$ cat src/verilog/hz_pkg.sv
// shared types, field layouts and cycle figures for integer pipeline hazard control
// assumes a 16-entry register bank and one core clock
package hz_pkg;

   // ==========================================================
   // widths and register numbers
   localparam int REG_W = 4;
   localparam int NUM_REGS = 16;
   localparam int XLEN = 32;
   localparam int CYC_W = 5;
   localparam logic [REG_W-1:0] LINK_REG = 4'hE;
   localparam int PC_REG = 15;

   // ==========================================================
   // issue and result cycle figures
   localparam logic [CYC_W-1:0] CYC_ONE = 5'h01;
   localparam logic [CYC_W-1:0] MUL_ISSUE_CYC = 5'h04;
   localparam logic [CYC_W-1:0] MUL_RD_CYC = 5'h03;
   localparam logic [CYC_W-1:0] MUL_FLAG_CYC = 5'h04;
   localparam logic [CYC_W-1:0] CALL_PREFIX_CYC = 5'h01;
   localparam logic [CYC_W-1:0] CALL_TARGET_CYC = 5'h04;
   localparam logic [CYC_W-1:0] BR_FOLD_CYC = 5'h00;
   localparam logic [CYC_W-1:0] BR_EMPTY_CYC = 5'h02;
   localparam logic [CYC_W-1:0] BR_PLAIN_CYC = 5'h01;
   localparam logic [CYC_W-1:0] SWI_PASS_CYC = 5'h04;
   localparam logic [CYC_W-1:0] SWI_FAIL_CYC = 5'h02;
   localparam logic [CYC_W-1:0] LS_ISSUE_CYC = 5'h01;
   localparam logic [CYC_W-1:0] POP_PC_EXTRA = 5'h06;

   // ==========================================================
   // counter slots and read port slots
   localparam int CNT_ISSUE = 0;
   localparam int CNT_MUL_STAGE = 1;
   localparam int CNT_MUL_RD = 2;
   localparam int CNT_MUL_FLAG = 3;
   localparam int NUM_CNT = 4;
   localparam int PORT_A = 0;
   localparam int PORT_B = 1;
   localparam int PORT_S1 = 2;
   localparam int PORT_S2 = 3;
   localparam int NUM_RD = 4;
   localparam int NUM_WR = 3;

   // ==========================================================
   // types
   typedef enum logic [3:0] {
      NONE_OP = 4'h0,
      ALU_OP = 4'h1,
      MULTIPLY_OP = 4'h2,
      LOAD_OP = 4'h3,
      STORE_OP = 4'h4,
      LOAD_MULTIPLE_OP = 4'h5,
      STORE_MULTIPLE_OP = 4'h6,
      POP_PC_OP = 4'h7,
      BRANCH_OP = 4'h8,
      CALL_PREFIX_OP = 4'h9,
      CALL_EXCHANGE_OP = 4'hA,
      SOFTWARE_INTERRUPT_OP = 4'hB
   } op_t;

   typedef enum logic [1:0] {
      FWD_BANK = 2'h0,
      FWD_EX = 2'h1,
      FWD_MEM_ALU = 2'h2,
      FWD_MEM_LOAD = 2'h3
   } fwd_t;

   typedef struct packed {
      logic valid;
      op_t op;
      logic [REG_W-1:0] src_a;
      logic [REG_W-1:0] src_b;
      logic [REG_W-1:0] src_s;
      logic [REG_W-1:0] src_s2;
      logic [REG_W-1:0] dst;
      logic use_a;
      logic use_b;
      logic use_s;
      logic use_s2;
      logic use_acc;
      logic wr_dst;
      logic cond_pass;
      logic folded;
      logic buf_empty;
      logic aligned64;
      logic [NUM_REGS-1:0] reg_list;
   } decode_t;

   typedef struct packed {
      logic valid;
      op_t op;
      logic [REG_W-1:0] dst;
      logic wr;
      logic [REG_W-1:0] src_s;
      logic [REG_W-1:0] src_s2;
      logic use_s;
      logic use_s2;
      logic use_acc;
   } stage_t;

   typedef struct packed {
      logic en;
      logic [REG_W-1:0] idx;
      logic [XLEN-1:0] data;
   } wr_port_t;

   // instructions whose result comes back through the load ports
   function automatic logic is_load(input op_t op);
      return (op == LOAD_OP) || (op == LOAD_MULTIPLE_OP) || (op == POP_PC_OP);
   endfunction : is_load

endpackage : hz_pkg

$ cat src/verilog/integer_pipeline_hazard_control.sv
// integer pipeline hazard control: interlocks, issue timing, forwarding, register bank
// assumes the load/store unit reports misses, slot fills and per-register load completion
`timescale 1ns/1ps
`default_nettype none

module integer_pipeline_hazard_control
   import hz_pkg::*;
(
   // clock and reset
   input wire logic i_core_clk,
   input wire logic i_nrst,
   // decode stage
   input wire decode_t i_dec,
   output logic o_dec_stall,
   output logic o_dec_advance,
   output logic o_fold,
   // execute and memory results
   input wire logic [XLEN-1:0] i_ex_result,
   input wire logic [XLEN-1:0] i_mem_alu_result,
   input wire logic [XLEN-1:0] i_mem_load_data,
   // load_store_pipeline status
   input wire logic i_lsu_multi_busy,
   input wire logic i_load_miss,
   input wire logic i_miss_fill,
   input wire logic [NUM_REGS-1:0] i_ldm_loaded,
   // register bank write ports
   input wire wr_port_t i_wr_alu,
   input wire wr_port_t i_wr_load1,
   input wire wr_port_t i_wr_load2,
   // operands
   output logic [XLEN-1:0] o_opnd_a,
   output logic [XLEN-1:0] o_opnd_b,
   output logic [XLEN-1:0] o_store_data1,
   output logic [XLEN-1:0] o_store_data2,
   // pipeline status
   output logic o_ex_stall,
   output logic o_pipe_stall,
   output stage_t o_ex_stage,
   output stage_t o_mem_stage,
   output logic o_mul_flags_pending,
   output logic o_miss_slot_busy,
   output logic [NUM_REGS-1:0] o_ldm_pending
);

   // ==========================================================
   // state and nets
   stage_t ex_q;
   stage_t mem_q;
   logic miss_valid;
   logic [REG_W-1:0] miss_dst;
   logic [NUM_REGS-1:0] ldm_pend;
   logic [REG_W-1:0] mul_dst;
   logic [XLEN-1:0] bank [NUM_REGS];
   wr_port_t wr [NUM_WR];
   logic [NUM_REGS-1:0] late_mask;
   logic [NUM_REGS-1:0] early_mask;
   logic [CYC_W-1:0] cyc;
   logic dep_stall;
   logic hw_stall;
   logic freeze;
   logic advance;
   logic [NUM_CNT-1:0] cnt_start;
   logic [CYC_W-1:0] cnt_load [NUM_CNT];
   logic [NUM_CNT-1:0] cnt_busy;
   logic [REG_W-1:0] rd_src [NUM_RD];
   logic [NUM_RD-1:0] rd_use;
   stage_t rd_near [NUM_RD];
   fwd_t rd_sel [NUM_RD];

   // ==========================================================
   // helpers
   // beats spent on the list below the program counter
   function automatic logic [CYC_W-1:0] list_beats(input decode_t d);
      logic [CYC_W-1:0] n;
      n = '0;
      for (int i = 0; i < PC_REG; i++)
      begin
         n = n + {{(CYC_W-1){1'b0}}, d.reg_list[i]};
      end
      if (d.aligned64)
      begin
         return n >> 1;
      end
      return (n == '0) ? '0 : CYC_ONE + ((n - CYC_ONE) >> 1);
   endfunction : list_beats

   function automatic logic [CYC_W-1:0] issue_cycles(input decode_t d);
      unique case (d.op)
         MULTIPLY_OP: return MUL_ISSUE_CYC;
         CALL_PREFIX_OP: return CALL_PREFIX_CYC;
         CALL_EXCHANGE_OP: return CALL_TARGET_CYC;
         BRANCH_OP: return d.folded ? BR_FOLD_CYC : (d.buf_empty ? BR_EMPTY_CYC : BR_PLAIN_CYC);
         SOFTWARE_INTERRUPT_OP: return d.cond_pass ? SWI_PASS_CYC : SWI_FAIL_CYC;
         POP_PC_OP: return list_beats(d) + POP_PC_EXTRA;
         LOAD_OP, STORE_OP: return LS_ISSUE_CYC;
         default: return LS_ISSUE_CYC;
      endcase
   endfunction : issue_cycles

   function automatic stage_t to_stage(input decode_t d);
      stage_t s;
      s.valid = d.valid;
      s.op = d.op;
      s.dst = (d.op == CALL_PREFIX_OP) ? LINK_REG : d.dst;
      s.wr = d.wr_dst || (d.op == CALL_PREFIX_OP);
      s.src_s = d.src_s;
      s.src_s2 = d.src_s2;
      s.use_s = d.use_s;
      s.use_s2 = d.use_s2;
      s.use_acc = d.use_acc;
      return s;
   endfunction : to_stage

   function automatic logic [XLEN-1:0] bank_read(input logic [REG_W-1:0] r);
      logic [XLEN-1:0] v;
      v = bank[r];
      for (int i = 0; i < NUM_WR; i++)
      begin
         if (wr[i].en && wr[i].idx == r)
         begin
            v = wr[i].data;
         end
      end
      return v;
   endfunction : bank_read

   function automatic logic [XLEN-1:0] pick(input fwd_t s, input logic [XLEN-1:0] b);
      unique case (s)
         FWD_EX: return i_ex_result;
         FWD_MEM_ALU: return i_mem_alu_result;
         FWD_MEM_LOAD: return i_mem_load_data;
         FWD_BANK: return b;
      endcase
   endfunction : pick

   // ==========================================================
   // register bank
   // load ports first, ALU port last
   assign wr[0] = i_wr_load1;
   assign wr[1] = i_wr_load2;
   assign wr[2] = i_wr_alu;

   always_ff @(posedge i_core_clk)
   begin
      for (int i = 0; i < NUM_WR; i++)
      begin
         if (wr[i].en)
         begin
            bank[wr[i].idx] <= wr[i].data;
         end
      end
   end

   // ==========================================================
   // hazard masks
   // load and multiply destinations still in flight
   always_comb
   begin
      late_mask = ldm_pend;
      if (miss_valid)
      begin
         late_mask[miss_dst] = 1'b1;
      end
      if (mem_q.valid && mem_q.wr && is_load(mem_q.op) && i_load_miss)
      begin
         late_mask[mem_q.dst] = 1'b1;
      end
      if (cnt_busy[CNT_MUL_RD])
      begin
         late_mask[mul_dst] = 1'b1;
      end
      early_mask = late_mask;
      if (ex_q.valid && ex_q.wr && is_load(ex_q.op))
      begin
         early_mask[ex_q.dst] = 1'b1;
      end
   end

   always_comb
   begin
      dep_stall = (i_dec.use_a && early_mask[i_dec.src_a])
         || (i_dec.use_b && early_mask[i_dec.src_b])
         || (i_dec.use_s && !i_dec.use_acc && late_mask[i_dec.src_s])
         || (i_dec.use_s2 && late_mask[i_dec.src_s2]);
   end

   always_comb
   begin
      hw_stall = 1'b0;
      if (is_load(i_dec.op) && i_lsu_multi_busy)
      begin
         hw_stall = 1'b1;
      end
      if (is_load(i_dec.op) && i_dec.wr_dst && miss_valid && miss_dst == i_dec.dst)
      begin
         hw_stall = 1'b1;
      end
      if (i_dec.op == MULTIPLY_OP && cnt_busy[CNT_MUL_STAGE])
      begin
         hw_stall = 1'b1;
      end
      if (cnt_busy[CNT_ISSUE])
      begin
         hw_stall = 1'b1;
      end
   end

   assign o_pipe_stall = i_load_miss && miss_valid && !i_miss_fill;
   assign o_ex_stall = ex_q.valid && ex_q.use_acc && late_mask[ex_q.src_s];
   assign freeze = o_pipe_stall || o_ex_stall;
   assign o_dec_stall = i_dec.valid && (dep_stall || hw_stall || freeze);
   assign advance = i_dec.valid && !o_dec_stall;
   assign o_dec_advance = advance;
   assign cyc = issue_cycles(i_dec);
   assign o_fold = advance && (cyc == '0);

   // ==========================================================
   // issue and multiplier timing
   always_comb
   begin
      cnt_start[CNT_ISSUE] = advance;
      cnt_load[CNT_ISSUE] = (cyc == '0) ? '0 : cyc - CYC_ONE;
      for (int i = CNT_MUL_STAGE; i < NUM_CNT; i++)
      begin
         cnt_start[i] = advance && (i_dec.op == MULTIPLY_OP);
      end
      cnt_load[CNT_MUL_STAGE] = MUL_ISSUE_CYC - CYC_ONE;
      cnt_load[CNT_MUL_RD] = MUL_RD_CYC - CYC_ONE;
      cnt_load[CNT_MUL_FLAG] = MUL_FLAG_CYC - CYC_ONE;
   end

   genvar g;
   generate
      for (g = 0; g < NUM_CNT; g++)
      begin : g_cnt
         hz_cycle_count u_cnt (
            .i_core_clk(i_core_clk),
            .i_nrst(i_nrst),
            .i_start(cnt_start[g]),
            .i_load(cnt_load[g]),
            .o_busy(cnt_busy[g])
         );
      end
   endgenerate

   always_ff @(posedge i_core_clk)
   begin
      if (!i_nrst)
      begin
         mul_dst <= '0;
      end
      else if (cnt_start[CNT_MUL_RD])
      begin
         mul_dst <= i_dec.dst;
      end
   end

   assign o_mul_flags_pending = cnt_busy[CNT_MUL_FLAG];

   // ==========================================================
   // stage tracking
   always_ff @(posedge i_core_clk)
   begin
      if (!i_nrst)
      begin
         ex_q <= '0;
         mem_q <= '0;
      end
      else if (!freeze)
      begin
         ex_q <= (advance && cyc != '0) ? to_stage(i_dec) : '0;
         mem_q <= ex_q;
      end
   end

   // set wins over the fill that frees the slot
   always_ff @(posedge i_core_clk)
   begin
      if (!i_nrst)
      begin
         miss_valid <= 1'b0;
         miss_dst <= '0;
      end
      else if (i_load_miss && (!miss_valid || i_miss_fill))
      begin
         miss_valid <= 1'b1;
         miss_dst <= mem_q.dst;
      end
      else if (i_miss_fill)
      begin
         miss_valid <= 1'b0;
      end
   end

   always_ff @(posedge i_core_clk)
   begin
      if (!i_nrst)
      begin
         ldm_pend <= '0;
      end
      else
      begin
         ldm_pend <= (ldm_pend & ~i_ldm_loaded)
            | ((advance && is_load(i_dec.op) && i_dec.op != LOAD_OP) ? i_dec.reg_list : '0);
      end
   end

   // ==========================================================
   // read ports and forwarding
   // ports A and B from Decode
   always_comb
   begin
      rd_src[PORT_A] = i_dec.src_a;
      rd_src[PORT_B] = i_dec.src_b;
      rd_src[PORT_S1] = ex_q.src_s;
      rd_src[PORT_S2] = ex_q.src_s2;
      rd_use[PORT_A] = i_dec.use_a;
      rd_use[PORT_B] = i_dec.use_b;
      rd_use[PORT_S1] = ex_q.valid && ex_q.use_s;
      rd_use[PORT_S2] = ex_q.valid && ex_q.use_s2;
      rd_near[PORT_A] = ex_q;
      rd_near[PORT_B] = ex_q;
      rd_near[PORT_S1] = '0;
      rd_near[PORT_S2] = '0;
   end

   generate
      for (g = 0; g < NUM_RD; g++)
      begin : g_fwd
         hz_fwd_sel u_fwd (
            .i_src(rd_src[g]),
            .i_use(rd_use[g]),
            .i_near(rd_near[g]),
            .i_far(mem_q),
            .o_sel(rd_sel[g])
         );
      end
   endgenerate

   always_ff @(posedge i_core_clk)
   begin
      if (!i_nrst)
      begin
         o_opnd_a <= '0;
         o_opnd_b <= '0;
      end
      else if (advance)
      begin
         o_opnd_a <= pick(rd_sel[PORT_A], bank_read(rd_src[PORT_A]));
         o_opnd_b <= pick(rd_sel[PORT_B], bank_read(rd_src[PORT_B]));
      end
   end

   always_ff @(posedge i_core_clk)
   begin
      if (!i_nrst)
      begin
         o_store_data1 <= '0;
         o_store_data2 <= '0;
      end
      else if (!freeze)
      begin
         o_store_data1 <= pick(rd_sel[PORT_S1], bank_read(rd_src[PORT_S1]));
         o_store_data2 <= pick(rd_sel[PORT_S2], bank_read(rd_src[PORT_S2]));
      end
   end

   assign o_ex_stage = ex_q;
   assign o_mem_stage = mem_q;
   assign o_miss_slot_busy = miss_valid;
   assign o_ldm_pending = ldm_pend;

endmodule : integer_pipeline_hazard_control

`default_nettype wire

$ cat src/verilog/hz_cycle_count.sv
// down counter that stays busy for a loaded number of cycles
// assumes the caller loads one less than the total occupancy
`timescale 1ns/1ps
`default_nettype none

module hz_cycle_count
   import hz_pkg::*;
(
   // clock and reset
   input wire logic i_core_clk,
   input wire logic i_nrst,
   // load
   input wire logic i_start,
   input wire logic [CYC_W-1:0] i_load,
   // status
   output logic o_busy
);

   logic [CYC_W-1:0] left;

   always_ff @(posedge i_core_clk)
   begin
      if (!i_nrst)
      begin
         left <= '0;
      end
      else if (i_start)
      begin
         left <= i_load;
      end
      else if (left != '0)
      begin
         left <= left - CYC_ONE;
      end
   end

   assign o_busy = (left != '0);

endmodule : hz_cycle_count

`default_nettype wire

$ cat src/verilog/hz_fwd_sel.sv
// forwarding source choice for one register read port
// assumes near is one stage younger than far in the pipeline
`timescale 1ns/1ps
`default_nettype none

module hz_fwd_sel
   import hz_pkg::*;
(
   // source operand
   input wire logic [REG_W-1:0] i_src,
   input wire logic i_use,
   // in-flight producers
   input wire stage_t i_near,
   input wire stage_t i_far,
   // choice
   output var fwd_t o_sel
);

   always_comb
   begin
      o_sel = FWD_BANK;
      if (i_use && i_near.valid && i_near.wr && !is_load(i_near.op) && i_near.dst == i_src)
      begin
         o_sel = FWD_EX;
      end
      else if (i_use && i_far.valid && i_far.wr && i_far.dst == i_src)
      begin
         o_sel = is_load(i_far.op) ? FWD_MEM_LOAD : FWD_MEM_ALU;
      end
   end

endmodule : hz_fwd_sel

`default_nettype wire

$ cat config.mk
export PLATFORM = sky130hd
export DESIGN_NAME = integer_pipeline_hazard_control
export DESIGN_NICKNAME = d
export VERILOG_FILES = /design/src/verilog/hz_pkg.sv /design/src/verilog/integer_pipeline_hazard_control.sv /design/src/verilog/hz_cycle_count.sv /design/src/verilog/hz_fwd_sel.sv
export SDC_FILE = /design/constraint.sdc
export NUM_CORES = 2
export LEC_CHECK = 0
export BUFFER_PORTS_ARGS = -buffer_cell sky130_fd_sc_hd__buf_2
export CORE_UTILIZATION = 45
export CTS_CLUSTER_DIAMETER = 150
export DETAILED_ROUTE_END_ITERATION = 8
export GPL_ROUTABILITY_DRIVEN = 0
export HOLD_SLACK_MARGIN = 0.06
export PLACE_DENSITY = 0.63
export SYNTH_ARGS = -nofsm -noshare
export SYNTH_HDL_FRONTEND = slang
export SYNTH_SLANG_ARGS = --single-unit
$ cat constraint.sdc
create_clock -name i_core_clk -period 11.3 [get_ports i_core_clk]
set_input_delay 0 -clock i_core_clk [delete_from_list [all_inputs] [get_ports i_core_clk]]
set_output_delay 0 -clock i_core_clk [all_outputs]
set_load 0.01 [all_outputs]
[After elaboration in Yosys (flattened, before gate mapping)]
Memories as Yosys holds them, arrays and structs flattened. A register that Yosys moved wholly into a read port is not among the register bits.
Index checks and enable logic that the tools add are counted.
W data, S select, Z words.
Cells by class
  bitwise gates (word level): 8
  reduce and logical (&&, ||, !) cells: 102
  add/subtract/negate cells: 22
  magnitude comparators: 13
  muxes and demuxes: 83
  equality and inequality tests: 46
Operators by type and width (count)
  $pmux W32 S4: 4
  $mux W32: 12
  $mux W16: 5
  $or A16 B16 Y16: 5
  $eq A4 B4 Y1: 19
  $logic_and A1 B1 Y1: 65
  $add A5 B1 Y5: 10
  $lt A4 B5 Y1 const B: 9
  $mux W5: 7
  $sub A5 B1 Y5 const B: 6
  $mux W2: 14
  $reduce_bool A5 Y1: 5
  $eq A4 B3 Y1 const B: 6
  $mux W1: 24
  $mux W21: 1
  $bmux W1 S4: 5
  $mux W4: 5
  $pmux W5 S4: 1
  $and A16 B16 Y16: 1
  $demux W1 S4: 4
  $eq A2 B2 Y1 const B: 8
  $eq A4 B2 Y1 const B: 4
  $eq A4 B4 Y1 const B: 4
  $ge A4 B1 Y1 const B: 4
  other kinds (17): 46
Word-level totals
  word-level logic and storage cells: 308
  memories kept: 1
  bits of input ports: 279
  memory bits (writable): 512
  register bits after elaboration: 215
Memories
  bank: depth 16, bits a word 32, read ports 4, clocked after memory_dff 2, write ports 3, RTL line integer_pipeline_hazard_control.sv:53  | logic [XLEN-1:0] bank [NUM_REGS];

[Logic depth before layout (Yosys ltp)]
  depth in word-level cells: 27
  mapped depth: 23
  gate-level depth less buffers: 22

[Modules after synthesis]
Synthesis repeated with hierarchy kept, for this count alone.
Unflattened totals
  cells, all modules: 6059
  area total of the unflattened synthesis: 61958.2 µm²
Modules (own cells, without submodules)
  integer_pipeline_hazard_control: cells each 5843, area each 60176.5 µm², sequential area each 19438.6 µm², instances 1
  hz_cycle_count: cells each 35, area each 304.0 µm², sequential area each 100.1 µm², instances 4
  hz_fwd_sel: cells each 19, area each 141.4 µm², sequential area each 0.0 µm², instances 4

[Least setup slack after synthesis]
Ideal clock, no wire load.
  kind: input-to-reg
  start: input i_dec[5] (netlist bit)
  end: register with a tool-made name
  arrival: 5.548 ns
  setup time: 0.116 ns
  buffers on the path: 1
  cell stages on the path: 22
  path slack: 5.636 ns
  cells stage by stage: inv_1 fa_1 fa_1 fa_1 fa_1 fa_1 fa_1 ha_1 inv_1 ha_1 a41oi_1 o21ai_0 a22oi_1 ha_1 nor3_1 o21ai_0 nand2_1 a31oi_1 o21ai_0 nand2_1 clkbuf_1 o41ai_1
RTL lines
  from (decl): RTL line integer_pipeline_hazard_control.sv:13  | input wire decode_t i_dec,

==> out/qor.csv <==
stage;metric;value;unit
sta;final_max_slew_viol_count;0;
sta;hold_ws;0.0919;ns
floorplanning;fp.dieW;366;um
detailed_routing;drtPass1Iterations;6;
global_routing;grt_max_degree;90;
worst_setup_path;r2r.worst_path.cells;12;
hold_path;hp-start;i_mem_alu_result[7];
clock_tree;clock_sinks;735;
worst_setup_path;cp-end-kind;register;
power_and_ir_drop;p_leak;24.0;nW
placed_design;dp_cells;7211;
synthesis;yosysTopAreaCell;edfxtp_1;
detailed_routing;num_vias;54400;
floorplanning;initial_utilization;0.453;
worst_setup_path;cp_max_fo;20;
worst_setup_path;crit_slowest_cell;nand2_1;
global_routing;grt_antenna_before_repair;26;
worst_setup_path;cp-start-kind;input port;
worst_setup_path;slowest_delay;0.73;ns
cells_and_area;final_layout_size_suffix_gt1_frac;0.247;
sta;slew_headroom;0.0835;
floorplanning;die_h;366;um
floorplanning;rows;133;
clock_tree;clkTransAtPathRegs;0.07;ns
detailed_routing;via_per_inst;7.00;
clock_tree;cts_resized;0;
synthesis;avgSynthCellArea;10.6;um^2
synthesis;ys_seq_area_frac;0.333;
sta;clock_skew;0.0447;ns
global_routing;grt_pass1_wl;370000;um
power_and_ir_drop;p_per_area;128;nW/um^2
sta;rsz0062_at_grt;false;
worst_setup_path;crit_arrival;7.39;ns
worst_setup_path;crit_chain;dlygate4sd3_1 -> buf_2 -> inv_1 -> fa_1 -> fa_1 -> fa_1 -> fa_1 -> fa_1 -> fa_1 -> ha_1 -> inv_1 -> ha_1 -> a41oi_1 -> o21ai_0 -> a22oi_1 -> ha_1 -> nor3_1 -> o21ai_0 -> nand2_1 -> a31oi_1 -> o21ai_0 -> nand2_1 -> o41ai_1;
detailed_routing;ant_nets;0;
placed_design;port_buffers;471;
floorplanning;core;131000;um^2
sta;setup_viol;0;
floorplanning;die_area;134000;um^2
clock_tree;cts_buffers;86;
worst_setup_path;rr_startpoint;g_cnt[2].u_cnt.left[0];
worst_setup_path;crit_top_cell;fa_1;
synthesis;async_flop_share;0;
synthesis;yosysWarnings;0;
clock_tree;cts_tree;yes;
clock_tree;clockBufferDepth;3;
worst_setup_path;ff2ff_setup_slack;5.66;ns
detailed_routing;wl_per_cell;33.8;um
detailed_routing;routed_wl;263000;um
power_and_ir_drop;ir_drop;121;uV
synthesis;synth_seq_cells;735;
synthesis;synthCells;5609;
worst_setup_path;r2r_end;o_opnd_a[24];
cells_and_area;final_util;0.526;
sta;period_needed;6.80;ns
synthesis;synth_top_cell_area_share;0.258;
synthesis;yosys-top-cells-count;mux2i_1, mux4_2, clkbuf_1;
synthesis;syn_nets;5909;
detailed_routing;drc_errors;0;
cells_and_area;final_cells;7766;
synthesis;synth-edff-count;512;
sta;worstMarginPinSlew;1.36;ns
clock_tree;worstSkewPairLatency;0.72;ns
global_routing;grt_util_all_layers;0.384;
clock_tree;cts_max_level;3;
worst_setup_path;path_class;input port to register;
synthesis;synth_top_flop_cell;edfxtp_1;
sta;clock.fmax;147;MHz
run;maxCapViolCount;0;
hold_path;hold_end;o_opnd_a[7];
detailed_routing;drtIter0Drc;9012;
worst_setup_path;crit_required;11.89;ns
synthesis;mappedNetlistArea;59500;um^2
global_routing;grt-ovfl-total;0;
sta;period_share;0.602;
cells_and_area;final_nets;6224;
synthesis;synthTopCellsByArea;edfxtp_1, mux4_2, mux2i_1;
placed_design;dp_hpwl;158000;um
clock_tree;clockRootBuffer;clkbuf_16;
sta;finalHoldViolCount;0;
run_status;status;completed;
hold_path;hp-class;input port to register;
hold_path;min_path_cells;5;
floorplanning;pin_count;472;
synthesis;ys_types;79;
sta;setup_tns;0;ns
cells_and_area;fillerInstances;11200;
synthesis;synth.most_common_cell;mux2i_1;
cells_and_area;area_growth_syn_to_layout;16.1;%
global_routing;grt_pass1_vias;51200;
metrics by stage:
step | area (um^2) | setup slack (ns) | power [W]
after floorplan | 59500 | 5.64 | 0.00493
after global placement | 62400 | 4.56 | 0.00570
after detailed placement | 62400 | 4.41 | 0.00574
after CTS | 69000 | 4.63 | 0.00871
after global routing | 69100 | 4.13 | 0.00908
final | 69100 | 4.50 | 0.00884
flip-flops by register name, indices dropped and copies added, names as in the netlist, named ones only:
signal	count
bank	512
o_opnd_a	32
o_opnd_b	32
o_store_data1	32
o_store_data2	32
o_ex_stage	21
o_mem_stage	21
g_cnt.u_cnt.left	20
o_ldm_pending	16
miss_dst	4
mul_dst	4
o_miss_slot_busy	1
per-layer routing:
metal	track usage	share of wire	vias to the layer above
met5	0.0120	0.00078	-
met4	0.266	0.082	14
met3	0.161	0.16	1286
met2	0.554	0.42	4936
met1	0.464	0.34	25900
li1	-	-	22200
critical path: cells and delay by family:
family / cells / cell delay, ns
buf+inv: 4 / 0.77
simple gates: 3 / 1.00
compound gates: 7 / 1.70
fa+ha+maj: 9 / 3.92
how the worst max path moves through the flow:
| stage | startpoint | slack (ns) | endpoint |
|---|---|---|---|
| after detailed placement | i_dec[5] | 4.41 | register |
| after global routing | i_dec[0] | 4.13 | register |
| final | i_dec[0] | 4.50 | register |
| after global placement | i_dec[5] | 4.56 | register |
| after floorplan | i_dec[5] | 5.64 | register |
| after CTS | i_dec[0] | 4.63 | register |
logic make-up (layout without fill, tap and decap cells):
family                     Yosys count  count (layout)  share of synthesized area
AOI/OAI and AO/OA                 1243            1243                      0.125
other                                0              17                          0
adders and majority gates           21              21                    0.00568
xor gates and xnor gates            93              93                     0.0137
buffers and inverters              777            1162                     0.0501
DFF                                735             735                      0.333
muxes                             1417            1417                      0.374
and+or+nand+nor                   1323            1323                     0.0978
timing repair:
item,CTS,global route
endpoints found under the setup margin,0,0
endpoints found under the hold margin,725,0
buffers inserted,0,0
hold buffers,380,0
area by class of cell:
cell class	count	area, um^2	share of cell area
Multi-Input combinational cell	4097	37000	0.535
Clock inverter	40	400	0.00580
Clock buffer	118	2430	0.0352
Sequential cell	735	19900	0.288
Antenna cell	17	42.5	0.000616
Tap cell	1755	2200	0.0318
Inverter	50	190	0.00275
Timing Repair Buffer	954	6990	0.101
layout by cell type (no fill, tap or decap), types with 27 or more instances in the layout:
master / count
nor3_1: 43
dfxtp_1: 215
clkbuf_16: 89
edfxtp_1: 512
mux4_2: 641
a211oi_1: 133
o211ai_1: 88
nand3_1: 107
nor2_1: 440
o21ai_0: 328
mux2i_1: 745
mux2_2: 31
xnor2_1: 37
o22a_1: 30
buf_2: 464
buf_4: 104
a21oi_1: 503
nand2_1: 500
nand3b_1: 27
dlygate4sd3_1: 380
xor2_1: 56
inv_1: 49
power breakdown:
part | internal (W) | switching [W] | total [W]
Sequential | 0.00311 | 0.000204 | 0.00331
Combinational | 0.00111 | 0.00150 | 0.00261
Clock | 0.00163 | 0.00128 | 0.00291
No activity file was read; power rests on OpenSTA's default activity.
